[src/rtl/dvspc_defs.svh]
`ifndef DVSPC_DEFS_SVH
`define DVSPC_DEFS_SVH

// host port register offsets
`define DVSPC_OFS_RX_CFG 8'h00
`define DVSPC_OFS_FILT_A 8'h04
`define DVSPC_OFS_FILT_B 8'h08
`define DVSPC_OFS_STATUS 8'h0c
`define DVSPC_OFS_TX_CFG 8'h10
`define DVSPC_OFS_TX_H0 8'h14
`define DVSPC_OFS_TX_H1 8'h18
`define DVSPC_OFS_TX_H2 8'h1c
`define DVSPC_OFS_TX_H3 8'h20
`define DVSPC_OFS_TX_H4 8'h24
`define DVSPC_OFS_ACC0 8'h28
`define DVSPC_OFS_ACC1 8'h2c

// rx config fields
`define DVSPC_RXC_EN 0
`define DVSPC_RXC_MODE_LO 1
`define DVSPC_RXC_STRIP_ISO 3
`define DVSPC_RXC_STRIP_CIPA 4
`define DVSPC_RXC_STRIP_CIPB 5
`define DVSPC_RXC_TOKEN_INS 6
`define DVSPC_RXC_FILT_EN 7
`define DVSPC_RXC_RELEASE 8
`define DVSPC_RXC_FLUSH 9

// tx config fields
`define DVSPC_TXC_HDR_INS 0
`define DVSPC_TXC_DIF_INS 1
`define DVSPC_TXC_DLY_EN 2
`define DVSPC_TXC_DLY_SEL_LO 3
`define DVSPC_TXC_TYPE_LO 5

// reset values
`define DVSPC_RST_RX_CFG 32'h0000_0000
`define DVSPC_RST_TX_CFG 32'h0000_0000
`define DVSPC_RST_TX_H0 32'h0008_40a0
`define DVSPC_RST_TX_H1 32'h0078_0000
`define DVSPC_RST_TX_H2 32'h8000_ffff
`define DVSPC_RST_TX_H3 32'h0000_0000
`define DVSPC_RST_TX_H4 32'h0000_0000

// dv stream constants
`define DVSPC_SEQ_PKTS 5'h19
`define DVSPC_SYT_NONE 16'hffff
`define DVSPC_TYPE_DV 2'h1
`define DVSPC_DLY_STEP 3'h4

`endif

[src/rtl/dvspc_pkg.sv]
package dvspc_pkg;
  typedef enum logic [1:0] {
    DVSPC_RX_HDR = 2'b00,
    DVSPC_RX_EMIT = 2'b01,
    DVSPC_RX_BODY = 2'b10,
    DVSPC_RX_SKIP = 2'b11
  } dvspc_rx_state_t;

  typedef enum logic [1:0] {
    DVSPC_TX_IDLE = 2'b00,
    DVSPC_TX_HDR = 2'b01,
    DVSPC_TX_BODY = 2'b10
  } dvspc_tx_state_t;

  typedef enum logic [1:0] {
    DVSPC_MODE_DATA = 2'b00,
    DVSPC_MODE_HONLY = 2'b01,
    DVSPC_MODE_SPLIT = 2'b10
  } dvspc_rx_mode_t;
endpackage

[src/rtl/dvspc_fifo.sv]
module dvspc_fifo #(
  parameter int WIDTH = 32,
  parameter int DEPTH = 16
) (
  input wire logic core_clk,
  input wire logic reset,
  input wire logic in_valid,
  output logic in_ready,
  input wire logic [WIDTH-1:0] in_data,
  output logic out_valid,
  input wire logic out_ready,
  output logic [WIDTH-1:0] out_data,
  output logic [$clog2(DEPTH+1)-1:0] count
);
  localparam int AW = $clog2(DEPTH);
  logic [WIDTH-1:0] mem_q [DEPTH];
  logic [AW-1:0] wr_q;
  logic [AW-1:0] rd_q;
  logic [$clog2(DEPTH+1)-1:0] cnt_q;
  logic push;
  logic pop;

  assign in_ready = cnt_q != DEPTH[$clog2(DEPTH+1)-1:0];
  assign out_valid = cnt_q != '0;
  assign out_data = mem_q[rd_q];
  assign count = cnt_q;
  assign push = in_valid && in_ready;
  assign pop = out_valid && out_ready;

  always_ff @(posedge core_clk) begin
    if (push) begin
      mem_q[wr_q] <= in_data;
    end
  end

  // pointers wrap by hand so depth need not be a power of two
  always_ff @(posedge core_clk or posedge reset) begin
    if (reset) begin
      wr_q <= '0;
      rd_q <= '0;
      cnt_q <= '0;
    end else begin
      if (push) begin
        wr_q <= (wr_q == AW'(DEPTH - 1)) ? '0 : wr_q + 1'b1;
      end
      if (pop) begin
        rd_q <= (rd_q == AW'(DEPTH - 1)) ? '0 : rd_q + 1'b1;
      end
      cnt_q <= cnt_q + {{($clog2(DEPTH+1)-1){1'b0}}, push}
        - {{($clog2(DEPTH+1)-1){1'b0}}, pop};
    end
  end
endmodule

[src/rtl/dvspc_top.sv]
// Contract
// - cell available on first stored packet
// - frame output on packet with valid stamp
// - interrupt on sequence break or count not 25
// - after break discard until start of frame
// - headers-only captures block zero packets, all channels
// - six quadlets: token, iso, cip0, cip1, h0 pair
// - headers-only overflow stops capture until flush
// - initial delay holds first tx packet for threshold
// - split mode: payload high buffer, headers low
// - header buffer gets headers, stops when full
// - token insert bit ignored, token appended after headers in split mode
// - data available while one quadlet pending
// - strip iso, cip0, cip1 per bit; h0 kept
// - optional masked match filter on incoming packets
// - insert headers per stream type, h0 optional
// - tx header quadlets reset to documented defaults
// - no dv data before start of frame
`include "dvspc_defs.svh"
module dvspc_top import dvspc_pkg::*; #(
  parameter int FIFO_DEPTH = 16,
  parameter int HBUF_DEPTH = 24
) (
  input wire logic core_clk,
  input wire logic reset,
  input wire logic [7:0] host_addr,
  input wire logic host_wr,
  input wire logic host_rd,
  input wire logic [31:0] host_wdata,
  output logic [31:0] host_rdata_q,
  input wire logic rx_valid,
  input wire logic [31:0] rx_data,
  input wire logic rx_last,
  input wire logic [31:0] rx_token,
  output logic rx_ready_q,
  output logic stream_break_irq_q,
  input wire logic stream_port_write_enable,
  input wire logic frame_in,
  output logic [31:0] stream_data_port_q,
  output logic stream_port_data_available_q,
  output logic cell_available_q,
  output logic frame_out_q,
  output logic tx_valid_q,
  output logic [31:0] tx_data_q,
  output logic tx_last_q,
  input wire logic tx_ready
);
  localparam int CW = $clog2(FIFO_DEPTH + 1);
  localparam int HW = $clog2(HBUF_DEPTH + 1);
  localparam int HA = $clog2(HBUF_DEPTH);

  logic [31:0] rx_cfg_q;
  logic [31:0] filt_a_q;
  logic [31:0] filt_b_q;
  logic [31:0] tx_cfg_q;
  logic [31:0] txh_q [5];
  logic wr_rx_cfg;
  logic wr_tx_cfg;
  logic wr_acc0;
  logic wr_acc1;
  logic rd_acc0;
  dvspc_rx_mode_t mode;
  logic rx_en;
  logic release_mode;

  assign wr_rx_cfg = host_wr && host_addr == `DVSPC_OFS_RX_CFG;
  assign wr_tx_cfg = host_wr && host_addr == `DVSPC_OFS_TX_CFG;
  assign wr_acc0 = host_wr && host_addr == `DVSPC_OFS_ACC0;
  assign wr_acc1 = host_wr && host_addr == `DVSPC_OFS_ACC1;
  assign rd_acc0 = host_rd && host_addr == `DVSPC_OFS_ACC0;
  assign mode = dvspc_rx_mode_t'(rx_cfg_q[`DVSPC_RXC_MODE_LO +: 2]);
  assign rx_en = rx_cfg_q[`DVSPC_RXC_EN];
  assign release_mode = rx_cfg_q[`DVSPC_RXC_RELEASE];

  // flush bit is a strobe and never stored
  always_ff @(posedge core_clk or posedge reset) begin
    if (reset) begin
      rx_cfg_q <= `DVSPC_RST_RX_CFG;
      filt_a_q <= '0;
      filt_b_q <= '0;
      tx_cfg_q <= `DVSPC_RST_TX_CFG;
      txh_q[0] <= `DVSPC_RST_TX_H0;
      txh_q[1] <= `DVSPC_RST_TX_H1;
      txh_q[2] <= `DVSPC_RST_TX_H2;
      txh_q[3] <= `DVSPC_RST_TX_H3;
      txh_q[4] <= `DVSPC_RST_TX_H4;
    end else if (wr_rx_cfg) begin
      rx_cfg_q <= host_wdata & ~(32'h0000_0001 << `DVSPC_RXC_FLUSH);
    end else if (host_wr && host_addr == `DVSPC_OFS_FILT_A) begin
      filt_a_q <= host_wdata;
    end else if (host_wr && host_addr == `DVSPC_OFS_FILT_B) begin
      filt_b_q <= host_wdata;
    end else if (wr_tx_cfg) begin
      tx_cfg_q <= host_wdata;
    end else if (host_wr && host_addr == `DVSPC_OFS_TX_H0) begin
      txh_q[0] <= host_wdata;
    end else if (host_wr && host_addr == `DVSPC_OFS_TX_H1) begin
      txh_q[1] <= host_wdata;
    end else if (host_wr && host_addr == `DVSPC_OFS_TX_H2) begin
      txh_q[2] <= host_wdata;
    end else if (host_wr && host_addr == `DVSPC_OFS_TX_H3) begin
      txh_q[3] <= host_wdata;
    end else if (host_wr && host_addr == `DVSPC_OFS_TX_H4) begin
      txh_q[4] <= host_wdata;
    end
  end

  // ---------------- receive ----------------
  dvspc_rx_state_t rx_state_q;
  dvspc_rx_state_t rx_state_d;
  logic [31:0] hq_q [5];
  logic [31:0] tok_q;
  logic [2:0] idx_q;
  logic [2:0] e_q;
  logic keep_q;
  logic hcap_q;
  logic end_seen_q;
  logic started_q;
  logic dropping_q;
  logic [3:0] last_seq_q;
  logic [4:0] pkt_cnt_q;
  logic rx_take;
  logic decide;
  logic filt_ok;
  logic sof;
  logic seq_new;
  logic brk;
  logic keep;
  logic hdr_pkt;
  logic [5:0] strip;
  logic emit_data;
  logic emit_stall;
  logic [31:0] emit_word;
  logic [31:0] hword;
  logic dq_push;
  logic [31:0] dq_in;
  logic dq_in_ready;
  logic dq_out_valid;
  logic dq_pop;
  logic [31:0] dq_out;
  logic [CW-1:0] dq_cnt;
  logic [CW-1:0] dq_cnt_next;

  assign rx_take = rx_valid && rx_ready_q;
  assign decide = rx_state_q == DVSPC_RX_HDR && rx_take && idx_q == 3'd4
    && !rx_last;
  assign filt_ok = !rx_cfg_q[`DVSPC_RXC_FILT_EN]
    || ((hq_q[0] ^ filt_a_q) & ~filt_b_q) == '0;
  assign hdr_pkt = hq_q[3][31:29] == 3'd0 && hq_q[3][15:8] == 8'h00;
  assign sof = hdr_pkt && hq_q[3][23:20] == 4'h0;
  assign seq_new = hq_q[3][23:20] != last_seq_q;
  assign brk = started_q && seq_new && (pkt_cnt_q != `DVSPC_SEQ_PKTS
    || (hq_q[3][23:20] != last_seq_q + 4'h1 && !sof));
  // a packet is kept from a frame start on, unless a break cut it
  assign keep = filt_ok && (sof || (started_q && !brk && !dropping_q));

  // stripping applies to the three link headers only
  assign strip = {3'b000, rx_cfg_q[`DVSPC_RXC_STRIP_CIPB],
    rx_cfg_q[`DVSPC_RXC_STRIP_CIPA], rx_cfg_q[`DVSPC_RXC_STRIP_ISO]};
  assign emit_word = hq_q[e_q < 3'd5 ? e_q : 3'd0];
  assign emit_data = rx_state_q == DVSPC_RX_EMIT && keep_q && e_q < 3'd5
    && !strip[e_q] && mode != DVSPC_MODE_HONLY;
  assign emit_stall = emit_data && !dq_in_ready;
  // headers-only puts the token first, split mode puts it last
  assign hword = mode == DVSPC_MODE_HONLY
    ? (e_q == 3'd0 ? tok_q : hq_q[e_q - 3'd1])
    : (e_q == 3'd5 ? tok_q : emit_word);
  assign dq_push = emit_data || (rx_state_q == DVSPC_RX_BODY && rx_take);
  assign dq_in = rx_state_q == DVSPC_RX_BODY ? rx_data : emit_word;
  assign dq_cnt_next = dq_cnt + CW'(dq_push && dq_in_ready) - CW'(dq_pop);

  always_comb begin
    rx_state_d = rx_state_q;
    case (rx_state_q)
      DVSPC_RX_HDR: begin
        if (decide) begin
          rx_state_d = DVSPC_RX_EMIT;
        end
      end
      DVSPC_RX_EMIT: begin
        if (e_q == 3'd5 && !emit_stall) begin
          if (end_seen_q) begin
            rx_state_d = DVSPC_RX_HDR;
          end else if (keep_q && mode != DVSPC_MODE_HONLY) begin
            rx_state_d = DVSPC_RX_BODY;
          end else begin
            rx_state_d = DVSPC_RX_SKIP;
          end
        end
      end
      DVSPC_RX_BODY, DVSPC_RX_SKIP: begin
        if (rx_take && rx_last) begin
          rx_state_d = DVSPC_RX_HDR;
        end
      end
      default: rx_state_d = DVSPC_RX_HDR;
    endcase
  end

  always_ff @(posedge core_clk or posedge reset) begin
    if (reset) begin
      rx_state_q <= DVSPC_RX_HDR;
      rx_ready_q <= 1'b0;
      idx_q <= '0;
      e_q <= '0;
      end_seen_q <= 1'b0;
    end else begin
      rx_state_q <= rx_state_d;
      // link stalls while held headers drain and when the fifo nears full
      rx_ready_q <= rx_state_d == DVSPC_RX_HDR
        || rx_state_d == DVSPC_RX_SKIP
        || (rx_state_d == DVSPC_RX_BODY
        && dq_cnt_next < CW'(FIFO_DEPTH - 1));
      if (rx_state_q == DVSPC_RX_HDR && rx_take) begin
        idx_q <= (rx_last || idx_q == 3'd4) ? 3'd0 : idx_q + 3'd1;
        end_seen_q <= rx_last;
      end
      if (rx_state_q != DVSPC_RX_EMIT) begin
        e_q <= '0;
      end else if (!emit_stall) begin
        e_q <= e_q + 3'd1;
      end
    end
  end

  always_ff @(posedge core_clk) begin
    if (rx_state_q == DVSPC_RX_HDR && rx_take) begin
      hq_q[idx_q] <= rx_data;
      if (idx_q == 3'd0) begin
        tok_q <= rx_token;
      end
    end
  end

  // sequence tracking and frame gating, only for streams that pass
  always_ff @(posedge core_clk or posedge reset) begin
    if (reset) begin
      keep_q <= 1'b0;
      started_q <= 1'b0;
      dropping_q <= 1'b0;
      last_seq_q <= '0;
      pkt_cnt_q <= '0;
      stream_break_irq_q <= 1'b0;
    end else begin
      stream_break_irq_q <= 1'b0;
      if (decide) begin
        keep_q <= rx_en && keep;
      end
      if (decide && rx_en && filt_ok && mode != DVSPC_MODE_HONLY) begin
        last_seq_q <= hq_q[3][23:20];
        pkt_cnt_q <= seq_new ? 5'd1 : pkt_cnt_q + 5'd1;
        stream_break_irq_q <= brk;
        if (sof) begin
          started_q <= 1'b1;
          dropping_q <= 1'b0;
        end else if (brk) begin
          dropping_q <= 1'b1;
        end
      end
    end
  end

  // header buffer for headers-only and split modes
  logic [31:0] hbuf_q [HBUF_DEPTH];
  logic [HA-1:0] hwr_q;
  logic [HA-1:0] hrd_q;
  logic [HW-1:0] hcnt_q;
  logic hovf_q;
  logic hpush;
  logic hpop;
  logic hfull;
  logic flush;

  assign flush = wr_rx_cfg && host_wdata[`DVSPC_RXC_FLUSH];
  assign hfull = hcnt_q == HW'(HBUF_DEPTH);
  assign hpush = rx_state_q == DVSPC_RX_EMIT && hcap_q && !emit_stall
    && !hfull && !hovf_q;
  assign hpop = rd_acc0 && hcnt_q != '0;

  always_ff @(posedge core_clk) begin
    if (hpush) begin
      hbuf_q[hwr_q] <= hword;
    end
  end

  always_ff @(posedge core_clk or posedge reset) begin
    if (reset) begin
      hcap_q <= 1'b0;
      hwr_q <= '0;
      hrd_q <= '0;
      hcnt_q <= '0;
      hovf_q <= 1'b0;
    end else begin
      if (decide) begin
        hcap_q <= rx_en && ((mode == DVSPC_MODE_HONLY && hdr_pkt)
          || (mode == DVSPC_MODE_SPLIT && keep));
      end
      // a word lost to a full buffer in the flush cycle still marks overflow
      if (rx_state_q == DVSPC_RX_EMIT && hcap_q && !emit_stall && hfull) begin
        hovf_q <= 1'b1;
      end else if (flush) begin
        hovf_q <= 1'b0;
      end
      if (flush) begin
        hwr_q <= '0;
        hrd_q <= '0;
        hcnt_q <= '0;
      end else begin
        if (hpush) begin
          hwr_q <= (hwr_q == HA'(HBUF_DEPTH - 1)) ? '0 : hwr_q + 1'b1;
        end
        if (hpop) begin
          hrd_q <= (hrd_q == HA'(HBUF_DEPTH - 1)) ? '0 : hrd_q + 1'b1;
        end
        hcnt_q <= hcnt_q + HW'(hpush) - HW'(hpop);
      end
    end
  end

  dvspc_fifo #(.WIDTH(32), .DEPTH(FIFO_DEPTH)) u_rx_fifo (
    .core_clk(core_clk),
    .reset(reset),
    .in_valid(dq_push),
    .in_ready(dq_in_ready),
    .in_data(dq_in),
    .out_valid(dq_out_valid),
    .out_ready(dq_pop),
    .out_data(dq_out),
    .count(dq_cnt)
  );

  // in release mode the enable is gated outside; frame_in must be up too
  assign dq_pop = dq_out_valid && stream_port_write_enable
    && (!release_mode || frame_in);

  always_ff @(posedge core_clk or posedge reset) begin
    if (reset) begin
      stream_data_port_q <= '0;
      stream_port_data_available_q <= 1'b0;
      cell_available_q <= 1'b0;
      frame_out_q <= 1'b0;
    end else begin
      if (dq_pop) begin
        stream_data_port_q <= dq_out;
      end
      stream_port_data_available_q <= dq_cnt_next != '0;
      if (dq_push && dq_in_ready) begin
        cell_available_q <= 1'b1;
      end else if (dq_cnt_next == '0) begin
        cell_available_q <= 1'b0;
      end
      if (decide && rx_en && keep && mode != DVSPC_MODE_HONLY
          && hq_q[2][15:0] != `DVSPC_SYT_NONE) begin
        frame_out_q <= 1'b1;
      end else if (cell_available_q && dq_cnt_next == '0 && !dq_push) begin
        frame_out_q <= 1'b0;
      end
    end
  end

  // ---------------- transmit ----------------
  dvspc_tx_state_t tx_state_q;
  logic [2:0] k_q;
  logic first_sent_q;
  logic tx_ovr_q;
  logic tq_push;
  logic tq_in_ready;
  logic tq_out_valid;
  logic tq_pop;
  logic [32:0] tq_out;
  logic [CW-1:0] tq_cnt;
  logic adv;
  logic slot_on;
  logic dv_type;
  logic [CW-1:0] thresh;

  assign tq_push = wr_acc0 || wr_acc1;
  assign adv = !tx_valid_q || tx_ready;
  assign dv_type = tx_cfg_q[`DVSPC_TXC_TYPE_LO +: 2] == `DVSPC_TYPE_DV;
  assign slot_on = k_q < 3'd3
    ? tx_cfg_q[`DVSPC_TXC_HDR_INS] && (k_q == 3'd0 || dv_type)
    : tx_cfg_q[`DVSPC_TXC_DIF_INS];
  assign thresh = (CW'(tx_cfg_q[`DVSPC_TXC_DLY_SEL_LO +: 2]) + CW'(1))
    * CW'(`DVSPC_DLY_STEP);
  assign tq_pop = tx_state_q == DVSPC_TX_BODY && adv && tq_out_valid;

  dvspc_fifo #(.WIDTH(33), .DEPTH(FIFO_DEPTH)) u_tx_fifo (
    .core_clk(core_clk),
    .reset(reset),
    .in_valid(tq_push),
    .in_ready(tq_in_ready),
    .in_data({wr_acc1, host_wdata}),
    .out_valid(tq_out_valid),
    .out_ready(tq_pop),
    .out_data(tq_out),
    .count(tq_cnt)
  );

  always_ff @(posedge core_clk or posedge reset) begin
    if (reset) begin
      tx_state_q <= DVSPC_TX_IDLE;
      k_q <= '0;
      first_sent_q <= 1'b0;
      tx_valid_q <= 1'b0;
      tx_data_q <= '0;
      tx_last_q <= 1'b0;
    end else begin
      if (adv) begin
        tx_valid_q <= 1'b0;
        tx_last_q <= 1'b0;
      end
      if (wr_tx_cfg) begin
        first_sent_q <= 1'b0;
      end
      case (tx_state_q)
        DVSPC_TX_IDLE: begin
          k_q <= '0;
          if (tq_out_valid && (first_sent_q || !tx_cfg_q[`DVSPC_TXC_DLY_EN]
              || tq_cnt >= thresh)) begin
            tx_state_q <= DVSPC_TX_HDR;
          end
        end
        DVSPC_TX_HDR: begin
          if (adv) begin
            if (slot_on) begin
              tx_valid_q <= 1'b1;
              tx_data_q <= txh_q[k_q];
            end
            k_q <= k_q + 3'd1;
            if (k_q == 3'd4) begin
              tx_state_q <= DVSPC_TX_BODY;
            end
          end
        end
        DVSPC_TX_BODY: begin
          if (tq_pop) begin
            tx_valid_q <= 1'b1;
            tx_data_q <= tq_out[31:0];
            tx_last_q <= tq_out[32];
            if (tq_out[32]) begin
              tx_state_q <= DVSPC_TX_IDLE;
              first_sent_q <= 1'b1;
            end
          end
        end
        default: tx_state_q <= DVSPC_TX_IDLE;
      endcase
    end
  end

  // host writes cannot stall, so a lost quadlet is flagged
  always_ff @(posedge core_clk or posedge reset) begin
    if (reset) begin
      tx_ovr_q <= 1'b0;
    end else if (tq_push && !tq_in_ready) begin
      tx_ovr_q <= 1'b1;
    end else if (host_wr && host_addr == `DVSPC_OFS_STATUS) begin
      tx_ovr_q <= 1'b0;
    end
  end

  // ---------------- host read ----------------
  always_ff @(posedge core_clk or posedge reset) begin
    if (reset) begin
      host_rdata_q <= '0;
    end else if (host_rd) begin
      if (host_addr == `DVSPC_OFS_RX_CFG) begin
        host_rdata_q <= rx_cfg_q;
      end else if (host_addr == `DVSPC_OFS_FILT_A) begin
        host_rdata_q <= filt_a_q;
      end else if (host_addr == `DVSPC_OFS_FILT_B) begin
        host_rdata_q <= filt_b_q;
      end else if (host_addr == `DVSPC_OFS_STATUS) begin
        host_rdata_q <= 32'({3'b000, HW'(hcnt_q), 3'b000, 5'(dq_cnt),
          1'b0, started_q, tx_ovr_q, dropping_q, hovf_q, cell_available_q});
      end else if (host_addr == `DVSPC_OFS_TX_CFG) begin
        host_rdata_q <= tx_cfg_q;
      end else if (host_addr == `DVSPC_OFS_TX_H0) begin
        host_rdata_q <= txh_q[0];
      end else if (host_addr == `DVSPC_OFS_TX_H1) begin
        host_rdata_q <= txh_q[1];
      end else if (host_addr == `DVSPC_OFS_TX_H2) begin
        host_rdata_q <= txh_q[2];
      end else if (host_addr == `DVSPC_OFS_TX_H3) begin
        host_rdata_q <= txh_q[3];
      end else if (host_addr == `DVSPC_OFS_TX_H4) begin
        host_rdata_q <= txh_q[4];
      end else if (rd_acc0) begin
        host_rdata_q <= hcnt_q != '0 ? hbuf_q[hrd_q] : '0;
      end else begin
        host_rdata_q <= '0;
      end
    end
  end
endmodule

[config.mk]
export PLATFORM = sky130hd
export DESIGN_NAME = dvspc_top
export DESIGN_NICKNAME = d
export VERILOG_FILES = /design/src/rtl/dvspc_pkg.sv /design/src/rtl/dvspc_fifo.sv /design/src/rtl/dvspc_top.sv
export VERILOG_INCLUDE_DIRS = /design/src /design/src/rtl
export SDC_FILE = /design/constraint.sdc
export NUM_CORES = 2
export LEC_CHECK = 0
export ABC_AREA = 1
export BUFFER_PORTS_ARGS = -buffer_cell sky130_fd_sc_hd__clkbuf_2
export CAP_MARGIN = 30
export CORE_MARGIN = 1
export CORE_UTILIZATION = 39
export CTS_CLUSTER_SIZE = 10
export DETAILED_ROUTE_END_ITERATION = 6
export SLEW_MARGIN = 20
export SYNTH_ARGS = -nofsm -noshare
export SYNTH_HDL_FRONTEND = slang
export SYNTH_HIERARCHICAL = 1
export SYNTH_SLANG_ARGS = --single-unit
[constraint.sdc]
create_clock -name core_clk -period 26.7 [get_ports core_clk]
set_input_delay 5.34 -clock core_clk [delete_from_list [all_inputs] [get_ports core_clk]]
set_output_delay 5.34 -clock core_clk [all_outputs]
set_load 0.05 [all_outputs]
==> results by group <==
Min path
  • Hold_sp: stream_data_port_q[18]
  • HP Class: flop to flop
  • Hold Path Stages: 2
  • Hold Path Sink: stream_data_port_q[18]

Pwr
  • Pwr/cell area: 103 nW/um2
  • Max IR drop VDD: 94.8 uV
  • Leak: 49.6 nW

Cells and area
  • Final core occ: 44.3%
  • Final Non-Filler Cells: 14781
  • Layout cell share with drive strength beyond 1: 10.0%
  • Area delta synth->final: 12.7%
  • Most common cell after layout, fill and taps aside: edfxtp_1
  • Most frequent cells in the layout: edfxtp_1, nand2_1, inv_1
  • Filler Cell Count: 26181
  • Final Cell Area: 126000 um2
  • Nets: 11052

GRT
  • Remaining Overflow, GRT: 0
  • Tot GR Track Use: 24.3%
  • First-pass GRT wire length: 524000 um
  • Largest net degree at the start of global routing: 219
  • Number of global-route vias before repair: 78111
  • Initial antenna violation count: 33

Routing
  • Antenna-violating nets left: 0
  • Vias post-DR: 81575
  • Initial DRC count: 9743
  • Avg WL per Cell: 24.4 um
  • DR pass1 iterations: 7
  • Drt total wl: 360000 um
  • Drt drc: 2
  • Vias per cell: 5.52

Floorplanning
  • Die span in x: 538 um
  • IO Pins: 216
  • Die Ht: 538 um
  • DIE AREA: 290000 um2
  • Initial Utilization: 39.3%
  • Core area: 286000 um2
  • Core Rows: 196

Synth
  • Post-synthesis compound-gate area fraction: 8.76%
  • Netlist Area Pre-Place: 112000 um2
  • Synth Area in Simple Gates: 16.9%
  • Dominant synthesized flop cell: edfxtp_1
  • Cells after Synth: 10742
  • Syn_nets: 10917
  • Synth Area in XOR/XNOR: 0.406%
  • Syn Area/Cell: 10.4 um2
  • Top cells by area, synth: edfxtp_1, dfrtp_1, nand2_1
  • Top-area cell type share of the netlist area: 56.1%
  • Largest family of logic cells by synthesized area: simple AND/OR/NAND/NOR gates
  • Mux cell area share after synthesis: 0%
  • Yosys warning total: 6
  • Cell taking the most area after synthesis: edfxtp_1
  • Adder-cell share of the synthesized area: 0.718%
  • Register bit total from synthesis: 2557
  • Asr flop ratio synth: 18.0%
  • Register area share after synthesis: 66.4%
  • Post-synth EDFFs: 2096
  • Post-synth cell types: 58

Status
  • Failing checks: DRC
  • Status: finished, violations left

CTS
  • Resize count post-CTS: 0
  • Later-pin clock latency in the skew report: 0.99 ns
  • Hold buffer count at cts: 0
  • TritonCTS clock tree: yes
  • Clk sinks: 2557
  • Cts bufs inserted: 313
  • Post-CTS Setup Bufs: 0
  • Reg clk slew, reported paths: 0.06 ns
  • CTS H-tree lvls: 5
  • Root Buffer: clkbuf_16
  • CTS max path bufs: 4

Setup path
  • CP max FO: 55
  • Critical Path AT: 9.06 ns
  • Capturing point of the worst reg2reg path: host_rdata_q[16]
  • CP required: 27.53 ns
  • Crit path capture type: flop
  • Worst Setup Start Kind: primary input
  • Critical path class: primary input to flop
  • Cells on worst reg2reg path: 18
  • Reg2reg setup slack: 20.74 ns
  • Worst flop-to-flop path startpoint: hrd_q[0]

STA
  • Minimum clock period after layout: 8.23 ns
  • Total negative slack: 0 ns
  • Max-slew headroom: 29.8%
  • RSZ-0062 raised after global routing: no
  • Final hold violation count: 0
  • Final setup vio count: 0
  • Worst Skew: 0.0732 ns
  • Final Max Slew Viols: 0
  • Worst-Margin Slew: 1.05 ns
  • Fmax: 121 MHz
  • Fin crit share: 30.8%

Placed design
  • Placed Cells: 14318
  • Port-buffer cells: 215
  • Hpwl dp: 220000 um
  • Placed Area: 118000 um2
  • Gpl congestion: 0.955

Job
  • Max-cap viol count: 0
flip-flops by register name (all words and copies together), names as in the netlist, 31 cells and up:
signal / cells
filt_a_q: 32
filt_b_q: 32
hbuf_q: 768
host_rdata_q: 32
hq_q: 256
rx_cfg_q: 31
stream_data_port_q: 32
tok_q: 32
tx_cfg_q: 32
tx_data_q: 32
txh_q: 160
u_rx_fifo/mem_q: 512
u_tx_fifo/mem_q: 528
synthesized netlist by cell type (23+ instances only):
master,number
dfstp_2,25
o41ai_1,32
inv_1,1203
buf_1,35
xnor2_1,29
nor3_1,47
o211ai_1,162
edfxtp_1,2096
o22ai_1,57
xor2_1,23
nand2_1,2097
clkbuf_1,342
nor2_1,910
a21oi_1,226
nand3_1,1192
buf_2,195
dfrtp_1,436
a221oi_1,23
buf_6,28
or2_2,124
ha_1,58
o21ai_0,1066
buf_4,40
o21ai_1,37
nand4_1,42
o221ai_1,103
layer usage:
metal,global-route usage (%),vias up,share of wire [%]
met5,0,-,0.033
met1,32.4,40232,41
met2,37.5,3736,45
met3,4.95,841,9.0
li1,-,36746,-
met4,12.5,20,5.5
kinds of logic (layout without fill, tap and decap cells):
family / count (synthesis) / count (layout)
compound gates: 1735 / 1735
xor+xnor: 52 / 52
fa+ha+maj: 62 / 62
buf+inv: 1868 / 2137
flops: 2557 / 2557
other cells: 0 / 8
simple gates: 4468 / 4468
worst max-delay path, stage by stage:
cell and delay (ns):
clkbuf_2 0.08, inv_1 0.07, nand2_1 0.07, nor3_1 0.24
inv_1 0.44, nor2_2 0.64, inv_2 0.40, nor2_8 0.63
inv_2 0.26, nor2_4 0.21, inv_2 0.15, nand2_1 0.16
a31oi_1 0.11, a311oi_1 0.22
report_power, final:
group          total (mW)  switching (mW)  internal, mW
logic                4.01            3.02         0.989
clock network        3.74            1.56          2.18
registers            5.23           0.235          4.99
stage by stage:
step	power, mW	hold WS, ns	setup WS (ns)
2_1_floorplan	7.59	0.443	9.28
3_3_place_gp	9.13	0.459	17.74
3_5_place_dp	9.25	0.459	17.60
4_1_cts	13.0	0.474	18.56
5_1_grt	13.5	0.483	18.20
6_report	13.0	0.469	18.47
how the worst max path moves through the flow:
stage          cells after the start          from                to  slack [ns]
3_3_place_gp                      14  host_addr[6]          hrd_q[4]       17.74
2_1_floorplan                      1         reset  cell_available_q        9.28
4_1_cts                           14  host_addr[6]          hrd_q[4]       18.56
6_report                          14  host_addr[6]          hrd_q[4]       18.47
5_1_grt                           14  host_addr[7]          hrd_q[4]       18.20
3_5_place_dp                      14  host_addr[6]          hrd_q[4]       17.60
cell type report:
class	count	area (um2)	share of cell area, %
flip-flops and latches	2557	74500	58.9
multi-input cells	6317	30600	24.2
clock buffers	427	8420	6.66
well taps	3762	4710	3.72
inverters	1227	4650	3.68
repair buffers	461	3260	2.58
clock inverters	22	218	0.172
diodes	8	20.0	0.0158
Note: power is estimated with default switching activity, not from simulation.
